<file path="src/verilog/fsr_pkg.sv">
// Package for the flash status poller: verdict and state encodings, bit positions, reset command, timing.
// Assumes a byte-wide asynchronous flash whose strobes this controller drives.
package fsr_pkg;
  localparam int ADDR_W = 17;
  // Status bit positions on the data bus.
  localparam int POLL_BIT_POS       = 7;
  localparam int TOGGLE_ONE_BIT_POS = 6;
  localparam int LIMIT_FAIL_BIT_POS = 5;
  localparam int ERASE_WINDOW_POS   = 3;
  localparam int TOGGLE_TWO_BIT_POS = 2;
  // Reset command data byte.
  localparam logic [7:0] CMD_RESET = 8'hf0;
  // Strobe timing: read and write phases in clock cycles at 40 MHz.
  localparam int CLK_NS        = 25;
  localparam int ACCESS_NS     = 70;
  localparam int ACCESS_CYC    = (ACCESS_NS + CLK_NS - 1) / CLK_NS;
  localparam int WR_PULSE_NS   = 50;
  localparam int WR_PULSE_CYC  = (WR_PULSE_NS + CLK_NS - 1) / CLK_NS;
  // Host verdicts.
  typedef enum logic [1:0] {
    FSR_RES_NONE = 2'h0,
    FSR_RES_DONE = 2'h1,
    FSR_RES_FAIL = 2'h2,
    FSR_RES_BUSY = 2'h3
  } fsr_res_t;
  // Poller states, one-hot.
  typedef enum logic [6:0] {
    FSR_IDLE  = 7'h01,
    FSR_RD    = 7'h02,
    FSR_GAP   = 7'h04,
    FSR_EVAL  = 7'h08,
    FSR_WR    = 7'h10,
    FSR_WGAP  = 7'h20,
    FSR_FIN   = 7'h40
  } fsr_state_t;
endpackage

</file>
<file path="src/verilog/fsr_poller.sv">
// Host-side status poller for a byte-wide flash after a program or erase.
// Assumes the flash pins are synchronous to clk and the command was already issued.
`timescale 1ns/1ps
module fsr_poller
  import fsr_pkg::*;
#(
  parameter int ADDR_WIDTH = ADDR_W
)(
  input  wire logic                  clk,
  input  wire logic                  srst,
  input  wire logic                  start,
  input  wire logic [ADDR_WIDTH-1:0] poll_addr,
  output logic                       busy,
  output logic                       done,
  output fsr_res_t                   result,
  output logic [7:0]                 final_data,
  output logic                       erase_window,
  output logic [ADDR_WIDTH-1:0]      flash_addr,
  output logic                       flash_ce_n,
  output logic                       flash_oe_n,
  output logic                       flash_we_n,
  input  wire logic [7:0]            flash_dq_in,
  output logic [7:0]                 flash_dq_out,
  output logic                       flash_dq_oe
);
  fsr_state_t state, next_state;
  logic [2:0] cnt, next_cnt;
  logic [1:0] nreads, next_nreads;
  logic [7:0] prev, next_prev;
  logic       rechk, next_rechk;
  logic       next_busy, next_done, next_ce_n, next_oe_n, next_we_n, next_dq_oe;
  logic       next_ewin;
  fsr_res_t   next_result;
  logic [7:0] next_final, next_dq_out;
  logic [ADDR_WIDTH-1:0] next_addr;
  logic [7:0] older, next_older;
  logic       tog_q;

  // The toggle comparison needs the previous byte, held one read back.
  assign next_older = (state == FSR_RD && cnt == 3'h0) ? prev : older;
  // Only toggle bit one is judged, since it changes at any address while busy.
  assign tog_q = (older[TOGGLE_ONE_BIT_POS] ^ prev[TOGGLE_ONE_BIT_POS]);

  // Next-state logic of the poller; reads are paced by select and output-enable together, both released between reads.
  always_comb
  begin
    next_state  = state;
    next_cnt    = cnt;
    next_nreads = nreads;
    next_prev   = prev;
    next_rechk  = rechk;
    next_busy   = busy;
    next_done   = 1'b0;
    next_result = result;
    next_final  = final_data;
    next_ewin   = erase_window;
    next_addr   = flash_addr;
    next_ce_n   = 1'b1;
    next_oe_n   = 1'b1;
    next_we_n   = 1'b1;
    next_dq_oe  = 1'b1;
    next_dq_out = flash_dq_out;
    case (state)
      FSR_IDLE:
      begin
        if (start)
        begin
          next_addr   = poll_addr;
          next_busy   = 1'b1;
          next_nreads = 2'h0;
          next_rechk  = 1'b0;
          next_result = FSR_RES_BUSY;
          next_cnt    = 3'(ACCESS_CYC);
          next_ce_n   = 1'b0;
          next_oe_n   = 1'b0;
          next_state  = FSR_RD;
        end
      end
      FSR_RD:
      begin
        next_ce_n = 1'b0;
        next_oe_n = 1'b0;
        if (cnt != 3'h0)
          next_cnt = cnt - 3'h1;
        else
        begin
          // The byte is sampled at the end of the access; strobes are released before the gap or the evaluation.
          next_prev   = flash_dq_in;
          next_ewin   = flash_dq_in[ERASE_WINDOW_POS];
          next_nreads = (nreads == 2'h3) ? nreads : nreads + 2'h1;
          next_ce_n   = 1'b1;
          next_oe_n   = 1'b1;
          next_state  = (nreads == 2'h0) ? FSR_GAP : FSR_EVAL;
        end
      end
      FSR_GAP:
      begin
        // One idle cycle so each read is a distinct output-enable cycle.
        next_cnt   = 3'(ACCESS_CYC);
        next_ce_n  = 1'b0;
        next_oe_n  = 1'b0;
        next_state = FSR_RD;
      end
      FSR_EVAL:
      begin
        if (!(tog_q))
        begin
          // Toggle stopped: take full data on a later read.
          if (nreads == 2'h3)
          begin
            // A toggle that stopped as the limit flag rose still counts as success.
            next_final  = prev;
            next_result = FSR_RES_DONE;
            next_state  = FSR_FIN;
          end
          else
          begin
            next_nreads = 2'h3;
            next_cnt    = 3'(ACCESS_CYC);
            next_ce_n   = 1'b0;
            next_oe_n   = 1'b0;
            next_state  = FSR_RD;
          end
        end
        else if (rechk)
        begin
          next_dq_out = CMD_RESET;
          next_dq_oe  = 1'b0;
          next_ce_n   = 1'b0;
          next_we_n   = 1'b0;
          next_cnt    = 3'(WR_PULSE_CYC);
          next_state  = FSR_WR;
        end
        else
        begin
          // Limit flag high forces one recheck; otherwise keep polling.
          next_rechk  = prev[LIMIT_FAIL_BIT_POS];
          next_nreads = 2'h1;
          next_cnt    = 3'(ACCESS_CYC);
          next_ce_n   = 1'b0;
          next_oe_n   = 1'b0;
          next_state  = FSR_RD;
        end
      end
      FSR_WR:
      begin
        next_dq_oe = 1'b0;
        next_ce_n  = 1'b0;
        next_we_n  = 1'b0;
        if (cnt != 3'h0)
          next_cnt = cnt - 3'h1;
        else
        begin
          // Select stays one cycle past the rising write strobe; the data enable stays with it and is released one cycle after the strobe.
          // Raising both strobes together would leave the latch edge ambiguous.
          next_we_n  = 1'b1;
          next_ce_n  = 1'b0;
          next_state = FSR_WGAP;
        end
      end
      FSR_WGAP:
      begin
        next_result = FSR_RES_FAIL;
        next_final  = prev;
        next_state  = FSR_FIN;
      end
      FSR_FIN:
      begin
        next_busy  = 1'b0;
        next_done  = 1'b1;
        next_state = FSR_IDLE;
      end
      default: next_state = FSR_IDLE;
    endcase
  end

  // Registers only; every output comes from here.
  always_ff @(posedge clk)
  begin
    if (srst)
    begin
      state        <= FSR_IDLE;
      cnt          <= 3'h0;
      nreads       <= 2'h0;
      prev         <= 8'h00;
      older        <= 8'h00;
      rechk        <= 1'b0;
      busy         <= 1'b0;
      done         <= 1'b0;
      result       <= FSR_RES_NONE;
      final_data   <= 8'h00;
      erase_window <= 1'b0;
      flash_addr   <= '0;
      flash_ce_n   <= 1'b1;
      flash_oe_n   <= 1'b1;
      flash_we_n   <= 1'b1;
      flash_dq_oe  <= 1'b1;
      flash_dq_out <= 8'h00;
    end
    else
    begin
      state        <= next_state;
      cnt          <= next_cnt;
      nreads       <= next_nreads;
      prev         <= next_prev;
      older        <= next_older;
      rechk        <= next_rechk;
      busy         <= next_busy;
      done         <= next_done;
      result       <= next_result;
      final_data   <= next_final;
      erase_window <= next_ewin;
      flash_addr   <= next_addr;
      flash_ce_n   <= next_ce_n;
      flash_oe_n   <= next_oe_n;
      flash_we_n   <= next_we_n;
      flash_dq_oe  <= next_dq_oe;
      flash_dq_out <= next_dq_out;
    end
  end

  // Never drive data while output-enable is low.
  no_contend_a: assert property (@(posedge clk) disable iff (srst)
    !flash_oe_n |-> flash_dq_oe) else $error("data driven during read");
  reset_cmd_a: assert property (@(posedge clk) disable iff (srst)
    !flash_we_n |-> flash_dq_out == CMD_RESET && !flash_ce_n) else $error("bad reset write");
  fail_reset_a: assert property (@(posedge clk) disable iff (srst)
    done && result == FSR_RES_FAIL |-> $past(flash_we_n, 3) == 1'b0)
    else $error("fail without reset");
  done_pulse_a: assert property (@(posedge clk) disable iff (srst)
    done |=> !done && !busy) else $error("done not a pulse");
  rd_strobe_a: assert property (@(posedge clk) disable iff (srst)
    $fell(flash_oe_n) |-> !flash_ce_n && flash_addr == $past(flash_addr) ||
    $past(state) == FSR_IDLE) else $error("read strobe without select");
  ok_stop_a: assert property (@(posedge clk) disable iff (srst)
    done && result == FSR_RES_DONE |-> $past(flash_we_n, 2) && $past(flash_we_n))
    else $error("done after reset write");
  strobe_ex_a: assert property (@(posedge clk) disable iff (srst)
    !(!flash_oe_n && !flash_we_n)) else $error("read and write together");
  win_a: assert property (@(posedge clk) disable iff (srst)
    $changed(erase_window) |-> $past(state) == FSR_RD) else $error("window changed off read");
  c_done_c: cover property (@(posedge clk) done && result == FSR_RES_DONE);
  c_fail_c: cover property (@(posedge clk) done && result == FSR_RES_FAIL);
  c_win_c:  cover property (@(posedge clk) $rose(erase_window));
endmodule

</file>
<file path="config.mk">
export PLATFORM = sky130hd
export DESIGN_NAME = fsr_poller
export DESIGN_NICKNAME = d
export VERILOG_FILES = /design/src/verilog/fsr_pkg.sv /design/src/verilog/fsr_poller.sv
export SDC_FILE = /design/constraint.sdc
export NUM_CORES = 1
export LEC_CHECK = 0
export BUFFER_PORTS_ARGS = -buffer_cell sky130_fd_sc_hd__buf_2
export CORE_MARGIN = 2
export CORE_UTILIZATION = 51
export DETAILED_ROUTE_END_ITERATION = 16
export HOLD_SLACK_MARGIN = 0.15
export PLACE_DENSITY_LB_ADDON = 0.25
export REMOVE_ABC_BUFFERS = 1
export SYNTH_ARGS = -nofsm -noshare
export SYNTH_HDL_FRONTEND = slang
export SYNTH_SLANG_ARGS = --single-unit
export TNS_END_PERCENT = 1
</file>
<file path="constraint.sdc">
create_clock -name clk -period 2.5 [get_ports clk]
set_clock_uncertainty 0.2 [all_clocks]
set_input_delay 0.25 -clock clk [delete_from_list [all_inputs] [get_ports clk]]
set_output_delay 0.25 -clock clk [all_outputs]
set_load 0.05 [all_outputs]
</file>
==> results.toml, run 1 <==
[grt]
grt_first_pass_wirelength_mm = 8.69
antenna_found_initial = 0
grt_pass1_vias = 2013
grt_max_degree = 27
grtUsageTotal_pct = 20.5
overflow = 0

[logic_synthesis]
yosysTopAreaCell = "dfxtp_1"
yosys-top-cells-count = "56 x dfxtp_1, 38 x nand2_1, 28 x nor2_1"
synth.distinct_cells = 53
yosys-top-cells-area = "dfxtp_1 45%, mux2i_1 6.9%, nand2_1 5.7%"
synth.most_common_cell = "dfxtp_1"
synth_top_area_share_pct = 45.2
synth_warnings = 0
syn_area_per_cell_um2 = 9.29
synth-async-reset-ratio_pct = 0
syn_inst = 267
synth_seq_cells = 56
synth_top_flop_cell = "dfxtp_1"
synth-seq-area-share_pct = 45.2
synth_edf_count = 0
syn_area_um2 = 2480

[critical_path]
arrival_ns = 2.24
critPathMaxFanout = 10
crit_type = "flip-flop to flip-flop"
required_ns = 2.50
cp-start-kind = "flip-flop"
worst_setup_path_end_kind = "flip-flop"

[sta]
fin_tns_setup_ns = 0
timing.final.setup_violations = 0
fin_crit_ns = 2.24
final_max_slew_viol_count = 0
grt_setup_unrepaired = "false"
timing.final.ws_setup_ns = 0.260
fmax_mhz = 446
final_hold_viol_count = 0
min_period_over_period_pct = 89.6
whs_ns = 0.161

[drt]
routedWlPerCell_um = 13.5
viasPerCell = 5.16
drc_errors = 0
drtIter0Drc = 110
drtAntennaViolNets = 0
drt_pass1_iterations = 4
route.vias.total = 2094
finalWirelength_mm = 5.47

[pwr]
power_density_nw_per_um2 = 726
power_leakage_uw = 0.00139
ir_drop_uv = 326

[cts]
h-tree-depth = 2
max-clock-path-buffers = 2
cts-resized-gates = 0
cts_sinks = 56
clock_latency_ns = 0.31
cts_hold_buf = 25
cts_tree = "built"
cts_setup_buffers = 0
cts_buffers = 5
path_clk_slew_ns = 0.10
cts_root_buf = "clkbuf_8"

[outcome]
status = "completed"

[cells_and_area]
area_growth_pct = 25.0
drive_above_1_share_pct = 27.3
fill_cells = 394
nNetsFinal = 383
diodes = 0

[die]
dieArea_um2 = 5440
rows = 25
ios = 70
coreArea_um2 = 4690
die_h_um = 73.8
die_w_um = 73.8
start_util_pct = 52.9

[min_path]
hp-class = "primary input to flip-flop"

[placed_design]
placement.io_buffers = 65
hpwl_mm = 3.61
gp_congestion = 0.911
post-place-ws_ns = 0.276

[run]
drv_cap = 0
-- layer usage --
layer  vias to the layer above  track usage [%]  wire, µm
met1                       967             24.2      2350
met3                        10             4.94       229
met2                        46             36.8      2820
li1                       1071                -         -
met4                         0             5.66        76
met5                         -                0         0
-- worst paths after layout --
kind | startpoint | endpoint | slack, ns | depth (start not counted)
max | state[0] | final_data[4] | 0.26 | 6
min | srst | final_data[6] | 0.16 | 2
max reg2reg | state[0] | final_data[4] | 0.26 | 6
min reg2reg | flash_addr[10] | flash_addr[10] | 0.26 | 2
-- kinds of logic (layout without fill, tap and decap cells) --
group | after synthesis | count (layout) | synth area share [%]
XOR/XNOR | 4 | 4 | 1.41
multiplexers | 18 | 18 | 7.31
other | 1 | 4 | 0.151
buffers and inverters | 33 | 115 | 8.57
AND/OR/NAND/NOR | 111 | 111 | 24.6
flip-flops | 56 | 56 | 45.2
adder cells (fa/ha/maj) | 4 | 4 | 2.02
AO/OA/AOI/OAI | 40 | 40 | 10.8
-- cell type report --
class,count,area [µm²],share of cell area [%]
Clock buffer,5,68.8,2.22
Clock inverter,3,22.5,0.726
Inverter,11,41.3,1.33
Multi-Input combinational cell,181,1160,37.4
Sequential cell,56,1120,36.2
Tap cell,54,67.6,2.18
Timing Repair Buffer,96,621,20.0
-- metrics by stage --
step           cells  utilization (%)  cell area [µm²]  total power [µW]
2_1_floorplan    248                -             2320              1550
3_3_place_gp     373             58.8             2760              1730
4_1_cts          406             66.1             3100              2270
5_1_grt          406             66.1             3100              2380
6_report         406             66.1             3100              2250
3_5_place_dp     373             58.8             2760              1730
-- worst max-delay path, stage by stage (launching register included) --
cell and delay, ns:
dfxtp_1 0.46, nor4_4 0.40, nor4b_2 0.44, nand2b_1 0.17, buf_4 0.20, mux2i_1 0.20, nor2_1 0.06
-- power by group --
part | leakage (µW) | switching (µW) | internal, µW | total, µW
Combinational | 0.000887 | 455 | 249 | 704
Clock | 0.0000485 | 303 | 201 | 505
Sequential | 0.000456 | 64.9 | 977 | 1040
-- cell usage in the layout (no fill, tap or decap), types with 2 or more instances in the layout --
cell type | netlist | routed
and4_1 | 2 | 2
dfxtp_1 | 56 | 56
mux2i_1 | 17 | 17
dlygate4sd3_1 | 0 | 25
a211oi_1 | 2 | 2
nand3_1 | 5 | 5
nor4_2 | 2 | 2
conb_1 | 1 | 4
nor4b_1 | 2 | 2
buf_2 | 4 | 65
and2b_2 | 2 | 2
inv_1 | 11 | 11
nand4_1 | 5 | 5
nor3_1 | 3 | 3
nand2_1 | 38 | 38
clkbuf_8 | 2 | 5
xor2_1 | 2 | 2
nand2b_1 | 4 | 4
nand3b_1 | 2 | 2
ha_1 | 4 | 4
nor3b_1 | 2 | 2
nor2_1 | 28 | 28
a21oi_1 | 23 | 23
a221oi_1 | 2 | 2
xnor2_1 | 2 | 2
nor4_1 | 2 | 2
and2_1 | 3 | 3
o21ai_0 | 2 | 2
buf_4 | 7 | 6
-- registers in the layout, indices dropped and copies added, names as in the netlist, 2 cells and up --
name,count
final_data,8
flash_addr,17
state,7
prev,8
cnt,3
result,2
nreads,2
No activity file was read; power rests on OpenSTA's default activity.
==> run 2, diff against run 1 <==
Settings changed: ABC_AREA from default to 1, CORE_UTILIZATION 51 to 52.
==> run 2 against run 1 <==
Critical path depth increased by 4. Sequential power rose by 9%. Sequential share of layout area is 2.0 points lower. Worst setup slack better by 0.099 ns. Register-to-register slack better by 0.099 ns. Die area up 0.56%. Cell count increased by 18%. Synthesized area grew 2.6%. Largest cell class unchanged. Largest power group is now combinational cells. Highest routed layer unchanged.
==> results.toml, run 2 <==
[cts]
cts_sinks = 56
max-clock-path-buffers = 2
cts_tree = "built"
h-tree-depth = 2
cts_root_buf = "clkbuf_8"
cts_buffers = 5
clock_latency_ns = 0.31
path_clk_slew_ns = 0.09
cts-resized-gates = 0

[critical_path]
worst_setup_path_end_kind = "flip-flop"
cp_num_buf_inv = 5
arrival_ns = 2.20
critPathMaxFanout = 18
crit_type = "flip-flop to flip-flop"
slowest_stage = "dlygate4sd3_1"
crit_chain = "inv_1 > ha_1 > inv_1 > nor2_1 > buf_4 > nand3_4 > inv_1 > nand2_1 > a21oi_1 > dlygate4sd3_1"
cp_top_family = "buffers and inverters"
cp-start-kind = "flip-flop"
slowest_delay_ns = 0.55
crit_top_cell = "inv_1"
required_ns = 2.56

[cells_and_area]
final_common_cell = "buf_2"
layout_common_cells = "65 x buf_2, 56 x dfxtp_1, 46 x inv_1"
drive_above_1_share_pct = 27.8
nNetsFinal = 445
utilization_pct = 69.4
area_growth_pct = 28.8
stdcell_count = 481
largest-register = "flash_addr"
diodes = 0
reg_top3 = "flash_addr x17, final_data x8, prev x8"
largest_register_ffs = 17

[drt]
finalWirelength_mm = 5.35
viasPerCell = 4.68
drtIter0Drc = 87
drtAntennaViolNets = 0
drc_errors = 0
drt_pass1_iterations = 4
route.vias.total = 2252
routedWlPerCell_um = 11.1

[grt]
grt_pass1_vias = 2166
grt_first_pass_wirelength_mm = 9.31
antenna_found_initial = 0
overflow = 0
grt_max_degree = 38
grtUsageTotal_pct = 21.7

[logic_synthesis]
syn_area_per_cell_um2 = 7.93
yosysTopAreaCell = "dfxtp_1"
synth_seq_cells = 56
yosys-top-cells-count = "56 x dfxtp_1, 46 x inv_1, 43 x nand2_1"
synth_fa_ha_area_share_pct = 1.97
synth_top_family_by_area = "simple AND/OR/NAND/NOR gates"
syn_inst = 321
synth.distinct_cells = 30
synth_top_flop_cell = "dfxtp_1"
synth_xor_area_share_pct = 0.344
synth_compound_area_share_pct = 15.3
synth_edf_count = 0
syn_area_um2 = 2540
synth.most_common_cell = "dfxtp_1"
synth_top_area_share_pct = 44.1
synth_simple_gate_area_share_pct = 26.3
yosys-top-cells-area = "dfxtp_1 44%, a21oi_1 7.5%, inv_1 6.8%"
synth.area.mux_share_pct = 0
synth-async-reset-ratio_pct = 0
synth_warnings = 0
synth-seq-area-share_pct = 44.1

[placed_design]
gp_congestion = 0.864
dp_cells = 444
placement.io_buffers = 65
hpwl_mm = 3.64

[sta]
fmax_mhz = 467
fin_tns_setup_ns = 0
grt_setup_unrepaired = "false"
timing.final.setup_violations = 0
final_max_slew_viol_count = 0
final_hold_viol_count = 0
min_period_over_period_pct = 85.7
fin_crit_ns = 2.14

[die]
start_util_pct = 53.9
die_h_um = 74.0
dieArea_um2 = 5470
die_w_um = 74.0
coreArea_um2 = 4720
rows = 25
ios = 70

[pwr]
ir_drop_uv = 559
power_density_nw_per_um2 = 858
power_leakage_uw = 0.00157

[outcome]
status = "completed"

[run]
drv_cap = 0

[min_path]
hp-class = "flip-flop to flip-flop"
==> run 2: changes by cell type after synthesis, moves of 7 or more <==
cell     previous run  this run
nand3_1             5        12
nor2_1             28        19
mux2i_1            17         0
nor2_4              0         7
o21ai_1             0        10
nand2_2             0         9
a21oi_1            23        38
inv_1              11        46
o21ai_0             2        27
==> run 2: final cells by class <==
type,count,area (µm²)
inverters,51,191
multi-input cells,200,1130
clock inverters,2,13.8
clock buffers,6,82.6
flip-flops and latches,56,1120
fillers,397,1450
repair buffers,99,653
well taps,67,83.8
==> run 2: power breakdown <==
group          total (µW)  internal (µW)  switching [µW]  leakage (µW)
clock network         510            227             283     0.0000516
registers            1130           1040            87.8      0.000458
logic                1170            360             813       0.00106
==> run 2: path summary, 6_finish.rpt <==
check | cells past startpoint | slack [ns] | startpoint | end
worst max-delay path | 10 | 0.36 | cnt[0] | prev[7]
worst min-delay path | 2 | 0.24 | flash_addr[9] | flash_addr[9]
worst max register to register | 10 | 0.36 | cnt[0] | prev[7]
worst min register to register | 2 | 0.24 | flash_addr[9] | flash_addr[9]
==> run 2: per-stage QoR <==
step           hold slack, ns  cell area [µm²]  worst slack (ns)  total power (µW)
6_report                0.241             3280             0.359              2810
5_1_grt                 0.275             3280             0.186              3000
4_1_cts                 0.245             3280             0.357              2820
3_5_place_dp            0.231             2890             0.682              2280
3_3_place_gp            0.227             2890             0.730              2250
2_1_floorplan           0.119             2440             0.399              2020
==> run 2: worst min-delay path, delay by kind of cell (launching register included) <==
family,cells,cell delay (ns)
AO/OA/AOI/OAI,1,0.05
buffers and inverters,1,0.04
flip-flops,1,0.32
==> run 2: metal layers <==
layer | track usage, % | share of wire [%]
met1 | 24.8 | 42
met2 | 39.7 | 51
met3 | 5.69 | 5.5
met4 | 6.26 | 1.3
met5 | 0 | 0
==> run 2: kinds of logic after synthesis <==
family	count (synthesis)
other cells	1
fa+ha+maj	4
simple gates	114
xor+xnor	1
flops	56
compound gates	77
buf+inv	68
==> run 2: what timing repair did <==
action / 4_1_cts / 5_1_grt
hold buffers: 29 / 0
hold endpoints to repair: 33 / 0
buffers inserted: 0 / 0
